[config.mk]
export PLATFORM = sky130hd
export DESIGN_NAME = psr_ctrl
export DESIGN_NICKNAME = d
export VERILOG_FILES = /design/src/core/psr_pkg.sv /design/src/core/psr_wmask.sv /design/src/core/psr_ctrl.sv
export VERILOG_INCLUDE_DIRS = /design/src /design/src/core
export SDC_FILE = /design/constraint.sdc
export NUM_CORES = 1
export LEC_CHECK = 0
export ABC_AREA = 1
export BUFFER_PORTS_ARGS = -buffer_cell sky130_fd_sc_hd__buf_2
export CAP_MARGIN = 40
export CORE_MARGIN = 2
export CORE_UTILIZATION = 44
export CTS_CLUSTER_DIAMETER = 60
export DETAILED_ROUTE_END_ITERATION = 16
export HOLD_SLACK_MARGIN = 0.06
export MAX_ROUTING_LAYER = met4
export PLACE_DENSITY = 0.68
export SYNTH_ARGS = -nofsm -noshare
export SYNTH_HDL_FRONTEND = slang
export SYNTH_HIERARCHICAL = 1
export SYNTH_SLANG_ARGS = --single-unit
[constraint.sdc]
create_clock -name core_clk -period 5.2 [get_ports core_clk]
set_input_delay 1.3 -clock core_clk [delete_from_list [all_inputs] [get_ports core_clk]]
set_output_delay 1.3 -clock core_clk [all_outputs]
set_load 0.02 [all_outputs]
[src/core/psr_defs.svh]
// Register offsets, field positions, write masks and reset values.
`ifndef PSR_DEFS_SVH
`define PSR_DEFS_SVH

// System control space base, upper address bits compared on decode.
`define PSR_BASE_ADDR 32'h400F_E000
`define PSR_BASE_HI 20'h400FE

// Register byte offsets within the system control space.
`define PSR_OFS_RC0 12'h040
`define PSR_OFS_RC1 12'h044

// Reset value of both reset-control registers.
`define PSR_RC_RESET 32'h0000_0000

// Implemented (read-write) bits; all others are reserved and read zero.
`define PSR_RC0_WMASK 32'h0700_0048
`define PSR_RC1_WMASK 32'h000F_1033

// Field positions in the first reset-control register.
`define PSR_BIT_AB2 26
`define PSR_BIT_AB1 25
`define PSR_BIT_AB0 24
`define PSR_BIT_SLEEP 6
`define PSR_BIT_WDOG 3

// Field positions in the second reset-control register.
`define PSR_BIT_GPC3 19
`define PSR_BIT_GPC2 18
`define PSR_BIT_GPC1 17
`define PSR_BIT_GPC0 16
`define PSR_BIT_TW0 12
`define PSR_BIT_SS1 5
`define PSR_BIT_SS0 4
`define PSR_BIT_AP1 1
`define PSR_BIT_AP0 0

`endif

[src/core/psr_pkg.sv]
// Types shared by the peripheral soft reset control block.
package psr_pkg;

  // Bus slave states, one-hot.
  typedef enum logic [1:0] {
    PSR_IDLE = 2'h1,
    PSR_ACK = 2'h2
  } psr_state_t;

  // Whole state of the top module.
  typedef struct packed {
    psr_state_t st;
    logic [31:0] rc0;
    logic [31:0] rc1;
    logic [31:0] rdat;
  } psr_regs_t;

endpackage

[src/core/psr_wmask.sv]
// Masked register write: byte lanes, capability word and writable bits.
`timescale 1ns/1ps
module psr_wmask (
  input wire logic [31:0] cur,
  input wire logic [31:0] wdat,
  input wire logic [3:0] sel,
  input wire logic [31:0] cap,
  input wire logic [31:0] wmask,
  input wire logic en,
  output logic [31:0] nxt
);

  logic [31:0] lane_mask;
  logic [31:0] bit_mask;

  // Only bits that are implemented, present and in a selected lane change.
  always_comb begin
    lane_mask = {{8{sel[3]}}, {8{sel[2]}}, {8{sel[1]}}, {8{sel[0]}}};
    bit_mask = lane_mask & cap & wmask;
    if (en) begin
      nxt = (cur & ~bit_mask) | (wdat & bit_mask);
    end else begin
      nxt = cur;
    end
  end

endmodule

[src/core/psr_ctrl.sv]
// Peripheral soft reset control registers behind a classic Wishbone slave.
// Behaviour
// First-register writes are ignored where capability_word_1 is clear.
// Writes to the second register are masked by capability_word_2.
// Bits 26, 25, 24 of the first register reset area bus units 2, 1, 0.
// Bit 6 of the first register resets the sleep/power module.
// Bit 3 of the first register resets the watchdog.
// Bits 19 to 16 of the second register reset counters 3 to 0.
// Bit 12 of the second register resets two-wire unit 0.
// Bits 5 and 4 of the second register reset sync serial units 1 and 0.
// Bits 1 and 0 of the second register reset async ports 1 and 0.
// Reserved bits are read-only zero and software keeps them on writes.
// Both registers clear to zero at reset, holding nothing in reset.
// The registers sit at base 0x400FE000, offsets 0x040 and 0x044.
// A set bit holds its peripheral in reset; clearing it releases it.
`timescale 1ns/1ps
`include "psr_defs.svh"
module psr_ctrl (
  input wire logic core_clk,
  input wire logic rst_b,
  input wire logic wb_cyc_i,
  input wire logic wb_stb_i,
  input wire logic wb_we_i,
  input wire logic [31:0] wb_adr_i,
  input wire logic [3:0] wb_sel_i,
  input wire logic [31:0] wb_dat_i,
  output logic [31:0] wb_dat_o,
  output logic wb_ack_o,
  input wire logic [31:0] capability_word_1,
  input wire logic [31:0] capability_word_2,
  output logic area_bus_unit2_reset,
  output logic area_bus_unit1_reset,
  output logic area_bus_unit0_reset,
  output logic sleep_module_reset,
  output logic watchdog_reset,
  output logic gp_counter_3_reset,
  output logic gp_counter_2_reset,
  output logic gp_counter_1_reset,
  output logic gp_counter_0_reset,
  output logic two_wire_0_reset,
  output logic sync_serial_1_reset,
  output logic sync_serial_0_reset,
  output logic async_port_1_reset,
  output logic async_port_0_reset
);

  psr_pkg::psr_regs_t q_ff;
  psr_pkg::psr_regs_t nxt_q;
  logic req;
  logic wr_ack;
  logic wr0;
  logic wr1;
  logic [31:0] nxt_rc0;
  logic [31:0] nxt_rc1;

  // True when the address hits the given offset in system control space.
  function automatic logic psr_hit(input logic [31:0] adr,
                                   input logic [11:0] ofs);
    psr_hit = (adr[31:12] == `PSR_BASE_HI) && (adr[11:0] == ofs);
  endfunction

  // Read data for an address; unmapped addresses read zero.
  function automatic logic [31:0] psr_read(input logic [31:0] adr,
                                           input logic [31:0] r0,
                                           input logic [31:0] r1);
    if (psr_hit(adr, `PSR_OFS_RC0)) begin
      psr_read = r0;
    end else if (psr_hit(adr, `PSR_OFS_RC1)) begin
      psr_read = r1;
    end else begin
      psr_read = 32'h0000_0000;
    end
  endfunction

  // Request qualifiers; a write lands on the edge that samples ack high.
  assign req = wb_cyc_i && wb_stb_i;
  assign wr_ack = req && wb_we_i && (q_ff.st == psr_pkg::PSR_ACK);
  assign wr0 = wr_ack && psr_hit(wb_adr_i, `PSR_OFS_RC0);
  assign wr1 = wr_ack && psr_hit(wb_adr_i, `PSR_OFS_RC1);

  // First register: capability_word_1 gates each bit; reserved stay zero.
  psr_wmask u_wmask0 (
    .cur(q_ff.rc0),
    .wdat(wb_dat_i),
    .sel(wb_sel_i),
    .cap(capability_word_1),
    .wmask(`PSR_RC0_WMASK),
    .en(wr0),
    .nxt(nxt_rc0)
  );

  // Second register: capability_word_2 gates each bit; reserved stay zero.
  psr_wmask u_wmask1 (
    .cur(q_ff.rc1),
    .wdat(wb_dat_i),
    .sel(wb_sel_i),
    .cap(capability_word_2),
    .wmask(`PSR_RC1_WMASK),
    .en(wr1),
    .nxt(nxt_rc1)
  );

  // Slave sequence: take a request, answer one cycle later, then rest.
  // The rest cycle lets ack fall even if the master keeps cyc high.
  always_comb begin
    nxt_q = q_ff;
    case (q_ff.st)
      psr_pkg::PSR_IDLE: begin
        if (req) begin
          nxt_q.rdat = psr_read(wb_adr_i, q_ff.rc0, q_ff.rc1);
          nxt_q.st = psr_pkg::PSR_ACK;
        end
      end
      psr_pkg::PSR_ACK: begin
        nxt_q.rc0 = nxt_rc0;
        nxt_q.rc1 = nxt_rc1;
        nxt_q.st = psr_pkg::PSR_IDLE;
      end
      default: begin
        nxt_q.st = psr_pkg::PSR_IDLE;
      end
    endcase
  end

  // State register; registers clear so no peripheral is held in reset.
  always_ff @(posedge core_clk or negedge rst_b) begin
    if (!rst_b) begin
      q_ff.st <= psr_pkg::PSR_IDLE;
      q_ff.rc0 <= `PSR_RC_RESET;
      q_ff.rc1 <= `PSR_RC_RESET;
      q_ff.rdat <= 32'h0000_0000;
    end else begin
      q_ff <= nxt_q;
    end
  end

  // Bus answer comes straight from flip-flops.
  assign wb_ack_o = (q_ff.st == psr_pkg::PSR_ACK);
  assign wb_dat_o = q_ff.rdat;

  // Each set bit holds its unit in reset until software clears it.
  assign area_bus_unit2_reset = q_ff.rc0[`PSR_BIT_AB2];
  assign area_bus_unit1_reset = q_ff.rc0[`PSR_BIT_AB1];
  assign area_bus_unit0_reset = q_ff.rc0[`PSR_BIT_AB0];
  assign sleep_module_reset = q_ff.rc0[`PSR_BIT_SLEEP];
  assign watchdog_reset = q_ff.rc0[`PSR_BIT_WDOG];
  assign gp_counter_3_reset = q_ff.rc1[`PSR_BIT_GPC3];
  assign gp_counter_2_reset = q_ff.rc1[`PSR_BIT_GPC2];
  assign gp_counter_1_reset = q_ff.rc1[`PSR_BIT_GPC1];
  assign gp_counter_0_reset = q_ff.rc1[`PSR_BIT_GPC0];
  assign two_wire_0_reset = q_ff.rc1[`PSR_BIT_TW0];
  assign sync_serial_1_reset = q_ff.rc1[`PSR_BIT_SS1];
  assign sync_serial_0_reset = q_ff.rc1[`PSR_BIT_SS0];
  assign async_port_1_reset = q_ff.rc1[`PSR_BIT_AP1];
  assign async_port_0_reset = q_ff.rc1[`PSR_BIT_AP0];

  // An absent area bus unit keeps its bit whatever is written.
  chk_absent_bit_held:
    assert property (@(posedge core_clk) disable iff (!rst_b)
      wr0 && !capability_word_1[`PSR_BIT_AB0]
      |=> q_ff.rc0[`PSR_BIT_AB0] == $past(q_ff.rc0[`PSR_BIT_AB0]))
    else $error("absent unit bit changed in first register");

  // An absent counter keeps its bit whatever is written.
  chk_cap2_mask_holds:
    assert property (@(posedge core_clk) disable iff (!rst_b)
      wr1 && !capability_word_2[`PSR_BIT_GPC2]
      |=> q_ff.rc1[`PSR_BIT_GPC2] == $past(q_ff.rc1[`PSR_BIT_GPC2]))
    else $error("absent counter bit changed in second register");

  // Area bus unit bits take written data where present.
  chk_area_bits_write:
    assert property (@(posedge core_clk) disable iff (!rst_b)
      wr0 && wb_sel_i[3] && (capability_word_1[26:24] == 3'h7)
      |=> {area_bus_unit2_reset, area_bus_unit1_reset,
           area_bus_unit0_reset} == $past(wb_dat_i[26:24]))
    else $error("area bus unit reset bits did not follow write");

  // Sleep module bit follows a present, selected write.
  chk_sleep_bit_write:
    assert property (@(posedge core_clk) disable iff (!rst_b)
      wr0 && wb_sel_i[0] && capability_word_1[`PSR_BIT_SLEEP]
      |=> sleep_module_reset == $past(wb_dat_i[`PSR_BIT_SLEEP]))
    else $error("sleep module reset did not follow write");

  // Watchdog reset is high one edge after a write that sets it and stays high one more edge.
  chk_wdog_set_hold:
    assert property (@(posedge core_clk) disable iff (!rst_b)
      wr0 && wb_sel_i[0] && capability_word_1[`PSR_BIT_WDOG]
      && wb_dat_i[`PSR_BIT_WDOG] |=> watchdog_reset ##1 watchdog_reset)
    else $error("watchdog reset not held after set");

  // Counter bits take written data where present.
  chk_counter_bits_write:
    assert property (@(posedge core_clk) disable iff (!rst_b)
      wr1 && wb_sel_i[2] && (capability_word_2[19:16] == 4'hF)
      |=> {gp_counter_3_reset, gp_counter_2_reset, gp_counter_1_reset,
           gp_counter_0_reset} == $past(wb_dat_i[19:16]))
    else $error("counter reset bits did not follow write");

  // Two-wire bit follows byte lane 1 only.
  chk_two_wire_write:
    assert property (@(posedge core_clk) disable iff (!rst_b)
      wr1 && capability_word_2[`PSR_BIT_TW0]
      |=> two_wire_0_reset == ($past(wb_sel_i[1])
          ? $past(wb_dat_i[`PSR_BIT_TW0]) : $past(two_wire_0_reset)))
    else $error("two-wire reset wrong after write");

  // Sync serial bits follow a present, selected write.
  chk_sync_bits_write:
    assert property (@(posedge core_clk) disable iff (!rst_b)
      wr1 && wb_sel_i[0] && (capability_word_2[5:4] == 2'h3)
      |=> {sync_serial_1_reset, sync_serial_0_reset}
          == $past(wb_dat_i[5:4]))
    else $error("sync serial reset bits did not follow write");

  // Async port bits follow a present, selected write.
  chk_async_bits_write:
    assert property (@(posedge core_clk) disable iff (!rst_b)
      wr1 && wb_sel_i[0] && (capability_word_2[1:0] == 2'h3)
      |=> {async_port_1_reset, async_port_0_reset}
          == $past(wb_dat_i[1:0]))
    else $error("async port reset bits did not follow write");

  // Reserved bits never hold a one.
  chk_reserved_read_zero:
    assert property (@(posedge core_clk) disable iff (!rst_b)
      ((q_ff.rc0 & ~`PSR_RC0_WMASK) == 32'h0000_0000)
      && ((q_ff.rc1 & ~`PSR_RC1_WMASK) == 32'h0000_0000))
    else $error("reserved reset-control bit is set");

  // Both registers are zero at the first edge after reset release.
  chk_reset_clears_all:
    assert property (@(posedge core_clk) disable iff (!rst_b)
      $rose(rst_b) |-> (q_ff.rc0 == `PSR_RC_RESET)
      && (q_ff.rc1 == `PSR_RC_RESET) && !wb_ack_o)
    else $error("reset-control registers not clear after reset");

  // A read of the second offset answers next cycle with its contents.
  chk_read_decode_rc1:
    assert property (@(posedge core_clk) disable iff (!rst_b)
      req && !wb_we_i && (q_ff.st == psr_pkg::PSR_IDLE)
      && (wb_adr_i == (`PSR_BASE_ADDR | 32'h0000_0044))
      |=> wb_ack_o && (wb_dat_o == q_ff.rc1) ##1 !wb_ack_o)
    else $error("read of second register answered wrongly");

  // Clearing a set watchdog bit releases the unit on the next edge.
  chk_release_on_clear:
    assert property (@(posedge core_clk) disable iff (!rst_b)
      wr0 && watchdog_reset && wb_sel_i[0]
      && capability_word_1[`PSR_BIT_WDOG] && !wb_dat_i[`PSR_BIT_WDOG]
      |=> !watchdog_reset)
    else $error("watchdog not released after clear");

  // Ack stands for one cycle only; the slave always rests after it.
  chk_ack_single_pulse:
    assert property (@(posedge core_clk) disable iff (!rst_b)
      wb_ack_o |=> !wb_ack_o)
    else $error("ack held for more than one cycle");

  // A request taken while idle is answered on the next cycle.
  chk_ack_after_take:
    assert property (@(posedge core_clk) disable iff (!rst_b)
      req && (q_ff.st == psr_pkg::PSR_IDLE) |=> wb_ack_o)
    else $error("request taken but not answered next cycle");

  // A read of the first offset answers next cycle with its contents.
  chk_read_decode_rc0:
    assert property (@(posedge core_clk) disable iff (!rst_b)
      req && !wb_we_i && (q_ff.st == psr_pkg::PSR_IDLE)
      && (wb_adr_i == (`PSR_BASE_ADDR | 32'h0000_0040))
      |=> wb_ack_o && (wb_dat_o == $past(q_ff.rc0)))
    else $error("read of first register answered wrongly");

  // Addresses outside the two registers read as zero.
  chk_unmapped_read_zero:
    assert property (@(posedge core_clk) disable iff (!rst_b)
      req && !wb_we_i && (q_ff.st == psr_pkg::PSR_IDLE)
      && !psr_hit(wb_adr_i, `PSR_OFS_RC0)
      && !psr_hit(wb_adr_i, `PSR_OFS_RC1)
      |=> wb_dat_o == 32'h0000_0000)
    else $error("unmapped address did not read zero");

  // A write that hits neither register leaves both untouched.
  chk_unmapped_write_kept:
    assert property (@(posedge core_clk) disable iff (!rst_b)
      wr_ack && !wr0 && !wr1
      |=> (q_ff.rc0 == $past(q_ff.rc0)) && (q_ff.rc1 == $past(q_ff.rc1)))
    else $error("unmapped write changed a reset-control register");

  // Reset lines move only at the edge that ends an acked write.
  chk_lines_held_idle:
    assert property (@(posedge core_clk) disable iff (!rst_b)
      !wr_ack |=> (q_ff.rc0 == $past(q_ff.rc0))
      && (q_ff.rc1 == $past(q_ff.rc1)))
    else $error("reset-control register changed without a write");

  // An absent watchdog keeps its bit whatever is written.
  chk_absent_wdog_held:
    assert property (@(posedge core_clk) disable iff (!rst_b)
      wr0 && !capability_word_1[`PSR_BIT_WDOG]
      |=> watchdog_reset == $past(watchdog_reset))
    else $error("absent watchdog bit changed in first register");

  // An absent async port keeps its bit whatever is written.
  chk_absent_port_held:
    assert property (@(posedge core_clk) disable iff (!rst_b)
      wr1 && !capability_word_2[`PSR_BIT_AP0]
      |=> async_port_0_reset == $past(async_port_0_reset))
    else $error("absent async port bit changed in second register");

endmodule

==> flow_metrics.py <==
metrics = {
    "drt": {
        "drt-met1-wl_mm": 7.739,
        "met3_length_um": 992,
        "drt_iter0_markers": 428,
        "wire_per_inst_um": 12.48,
        "via_per_inst": 4.661,
        "vias": 6181,
        "drc_errors": 0,
        "wirelength_mm": 16.54,
        "highest_layer": "met4",
        "wl_met2_mm": 7.599,
        "drtAntennaViolNets": 0,
        "dr.pass1.iters": 5,
    },
    "timing": {
        "period_share_pct": 66.90,
        "hold_viol_final": 0,
        "slew_viol_final": 0,
        "slew_headroom_pct": 45.39,
        "setup_viol": 0,
        "max_freq_mhz": 287.5,
        "period_needed_ns": 3.479,
        "tightest_slew_ns": 0.8129,
        "rsz0062_at_grt": "false",
        "setup_ws_ns": 1.721,
        "setup_tns_ns": 0,
        "fin_worst_skew_ns": 0.005941,
    },
    "run_status": {
        "outcome": "finished, final reports clean",
    },
    "die": {
        "ios": 184,
        "coreArea_sq_mm": 0.01377,
        "num_rows": 43,
        "die_h_um": 122.3,
        "die_w_um": 122.3,
        "dieArea_sq_mm": 0.01496,
        "start_util_pct": 44.73,
    },
    "clock_network": {
        "cts_hold_buf": 0,
        "cts_root_buf": "clkbuf_16",
        "numCtsBuffers": 9,
        "cts_num_sinks": 98,
        "cts_buffer_depth": 2,
        "cts_tree": "done",
        "cts_resized": 0,
        "postCtsSetupBuffers": 0,
        "path_clk_slew_ns": 0.06,
        "cts_htree_levels": 3,
        "clk_latency_ns": 0.35,
    },
    "power_and_ir_drop": {
        "peakVddDrop_mv": 0.1831,
        "power_density_mw_per_mm2": 293.0,
        "leakagePower_nw": 4.025,
    },
    "placed_design": {
        "dpl.hpwl_mm": 11.48,
        "placed_area_sq_mm": 0.007184,
        "port_buffers": 183,
        "place_congestion": 0.7972,
        "place_ws_ns": 1.401,
        "placed_cells": 1312,
    },
    "synthesis": {
        "synth_top_flop_cell": "dfrtp_1",
        "synth.most_common_cell": "nand2_1",
        "netlist-cell-type-count": 22,
        "synth_top_area_share_pct": 39.40,
        "synth_cells": 948,
        "ys_top_cells_by_count": "nand2_1 (412), nor2_1 (204), dfrtp_1 (97)",
        "synthArstFlopShare_pct": 100.0,
        "synth_edf_count": 0,
        "syn-cell-area_sq_mm": 0.006161,
        "yosysWarnings": 6,
        "avgSynthCellArea_sq_um": 6.499,
        "ys_seq_area_share_pct": 39.83,
        "synth_area_leader_cell": "dfrtp_1",
        "ys_ff_latch": 98,
        "synth.area.top_cells": "dfrtp_1 (39%), nand2_1 (25%), nor2_1 (12%)",
    },
    "finish": {
        "area_delta_synth_final_pct": 20.88,
        "drive_gt1_share_pct": 19.48,
        "stdcell_area_sq_mm": 0.007447,
        "fin_cells": 1326,
        "fin_nets": 1280,
    },
    "global_routing": {
        "grt_usage_pct": 23.90,
        "first_global_vias": 5560,
        "grt_max_degree": 54,
        "grt_pass1_wl_mm": 27.22,
        "overflow": 0,
        "antenna_found_initial": 1,
    },
    "critical_path": {
        "path_max_fanout": 16,
        "end_kind": "flip-flop",
        "worstSetupStartpointType": "input pin",
        "arrival_ns": 3.72,
        "critical_path_required_ns": 5.44,
        "critical_path_class": "input pin to flip-flop",
    },
    "flow_run": {
        "cap_violations": 0,
    },
    "min_path": {
        "hp-class": "flip-flop to flip-flop",
    },
}
[placed cells by master, fill, tap and decap left out, types with 3 or more instances in the layout]
cell,n
clkbuf_16,9
nor3_1,68
buf_16,3
nor2_1,203
inv_1,14
conb_1,64
dfrtp_1,97
nor2_4,3
buf_4,7
nor4_1,3
nand3_1,56
nand3_2,11
nand2_1,412
buf_2,182
[flip-flops by register name, indices dropped and copies added, names as in the netlist]
register and flops:
gp_counter_1_reset 1, async_port_1_reset 1, wb_dat_o 32, watchdog_reset 1
q_ff 52, area_bus_unit1_reset 1, gp_counter_2_reset 1, area_bus_unit0_reset 1
async_port_0_reset 1, area_bus_unit2_reset 1, gp_counter_3_reset 1, two_wire_0_reset 1
sync_serial_0_reset 1, sync_serial_1_reset 1, sleep_module_reset 1, gp_counter_0_reset 1
[path summary, 6_finish.rpt]
kind                               from                 end  slack [ns]  cells after the start
max                         wb_adr_i[4]  async_port_1_reset        1.72                     10
max reg2reg                    q_ff[96]  async_port_1_reset        2.22                      8
min                        wb_dat_o[14]        wb_dat_o[14]        0.47                      2
min reg2reg                wb_dat_o[14]        wb_dat_o[14]        0.47                      2
max in group asynchronous         rst_b            q_ff[57]        3.30                      3
min in group asynchronous         rst_b            q_ff[72]        0.87                      1
[metal layers]
layer,vias to the layer above,track usage [%]
met5,-,-
met4,0,7.471
met3,13,3.671
met2,179,38.09
met1,2735,31.43
li1,3254,-
[critical path, cell delays in order]
cell,delay (ns)
buf_2,0.09
or2_1,0.24
nor4_1,0.25
nand2_1,0.08
nor3_1,0.67
nand2_1,0.57
nor3_1,0.32
nor2_1,0.06
nand2_1,0.06
nand2_1,0.05
[cell type report]
class                      instances  area, sq um
sequential                        98         2454
timing repair buffer             193         1066
tap                              180        225.2
multi-input combinational        826         3383
fill                            1452         6326
clock buffer                      13        260.3
antenna                            1        2.502
inverter                          15        56.30
[cell families (layout without fill, tap and decap cells)]
family | Yosys count | after routing | share of synthesized area, %
other | 2 | 65 | 0.1219
and+or+nand+nor | 762 | 762 | 50.81
buffers and inverters | 86 | 221 | 9.240
DFF | 98 | 98 | 39.83
[report_power, final]
part           internal [mW]  leakage (nW)  total (mW)  switching [mW]
registers              0.921          1.20        1.06           0.141
clock network          0.344         0.128       0.625           0.282
logic                  0.212          2.70       0.495           0.283
[stage by stage]
| stage | hold WS, ns | utilization [%] | power (mW) |
|---|---|---|---|
| 2_1_floorplan | 0.4500 | - | 1.382 |
| 3_5_place_dp | 0.4610 | 52.16 | 1.569 |
| 4_1_cts | 0.4787 | 54.05 | 2.197 |
| 5_1_grt | 0.4945 | 54.07 | 2.336 |
| 3_3_place_gp | 0.4566 | 51.42 | 1.552 |
| 6_report | 0.4740 | 54.07 | 2.182 |
(Power assumes the default switching activity.)
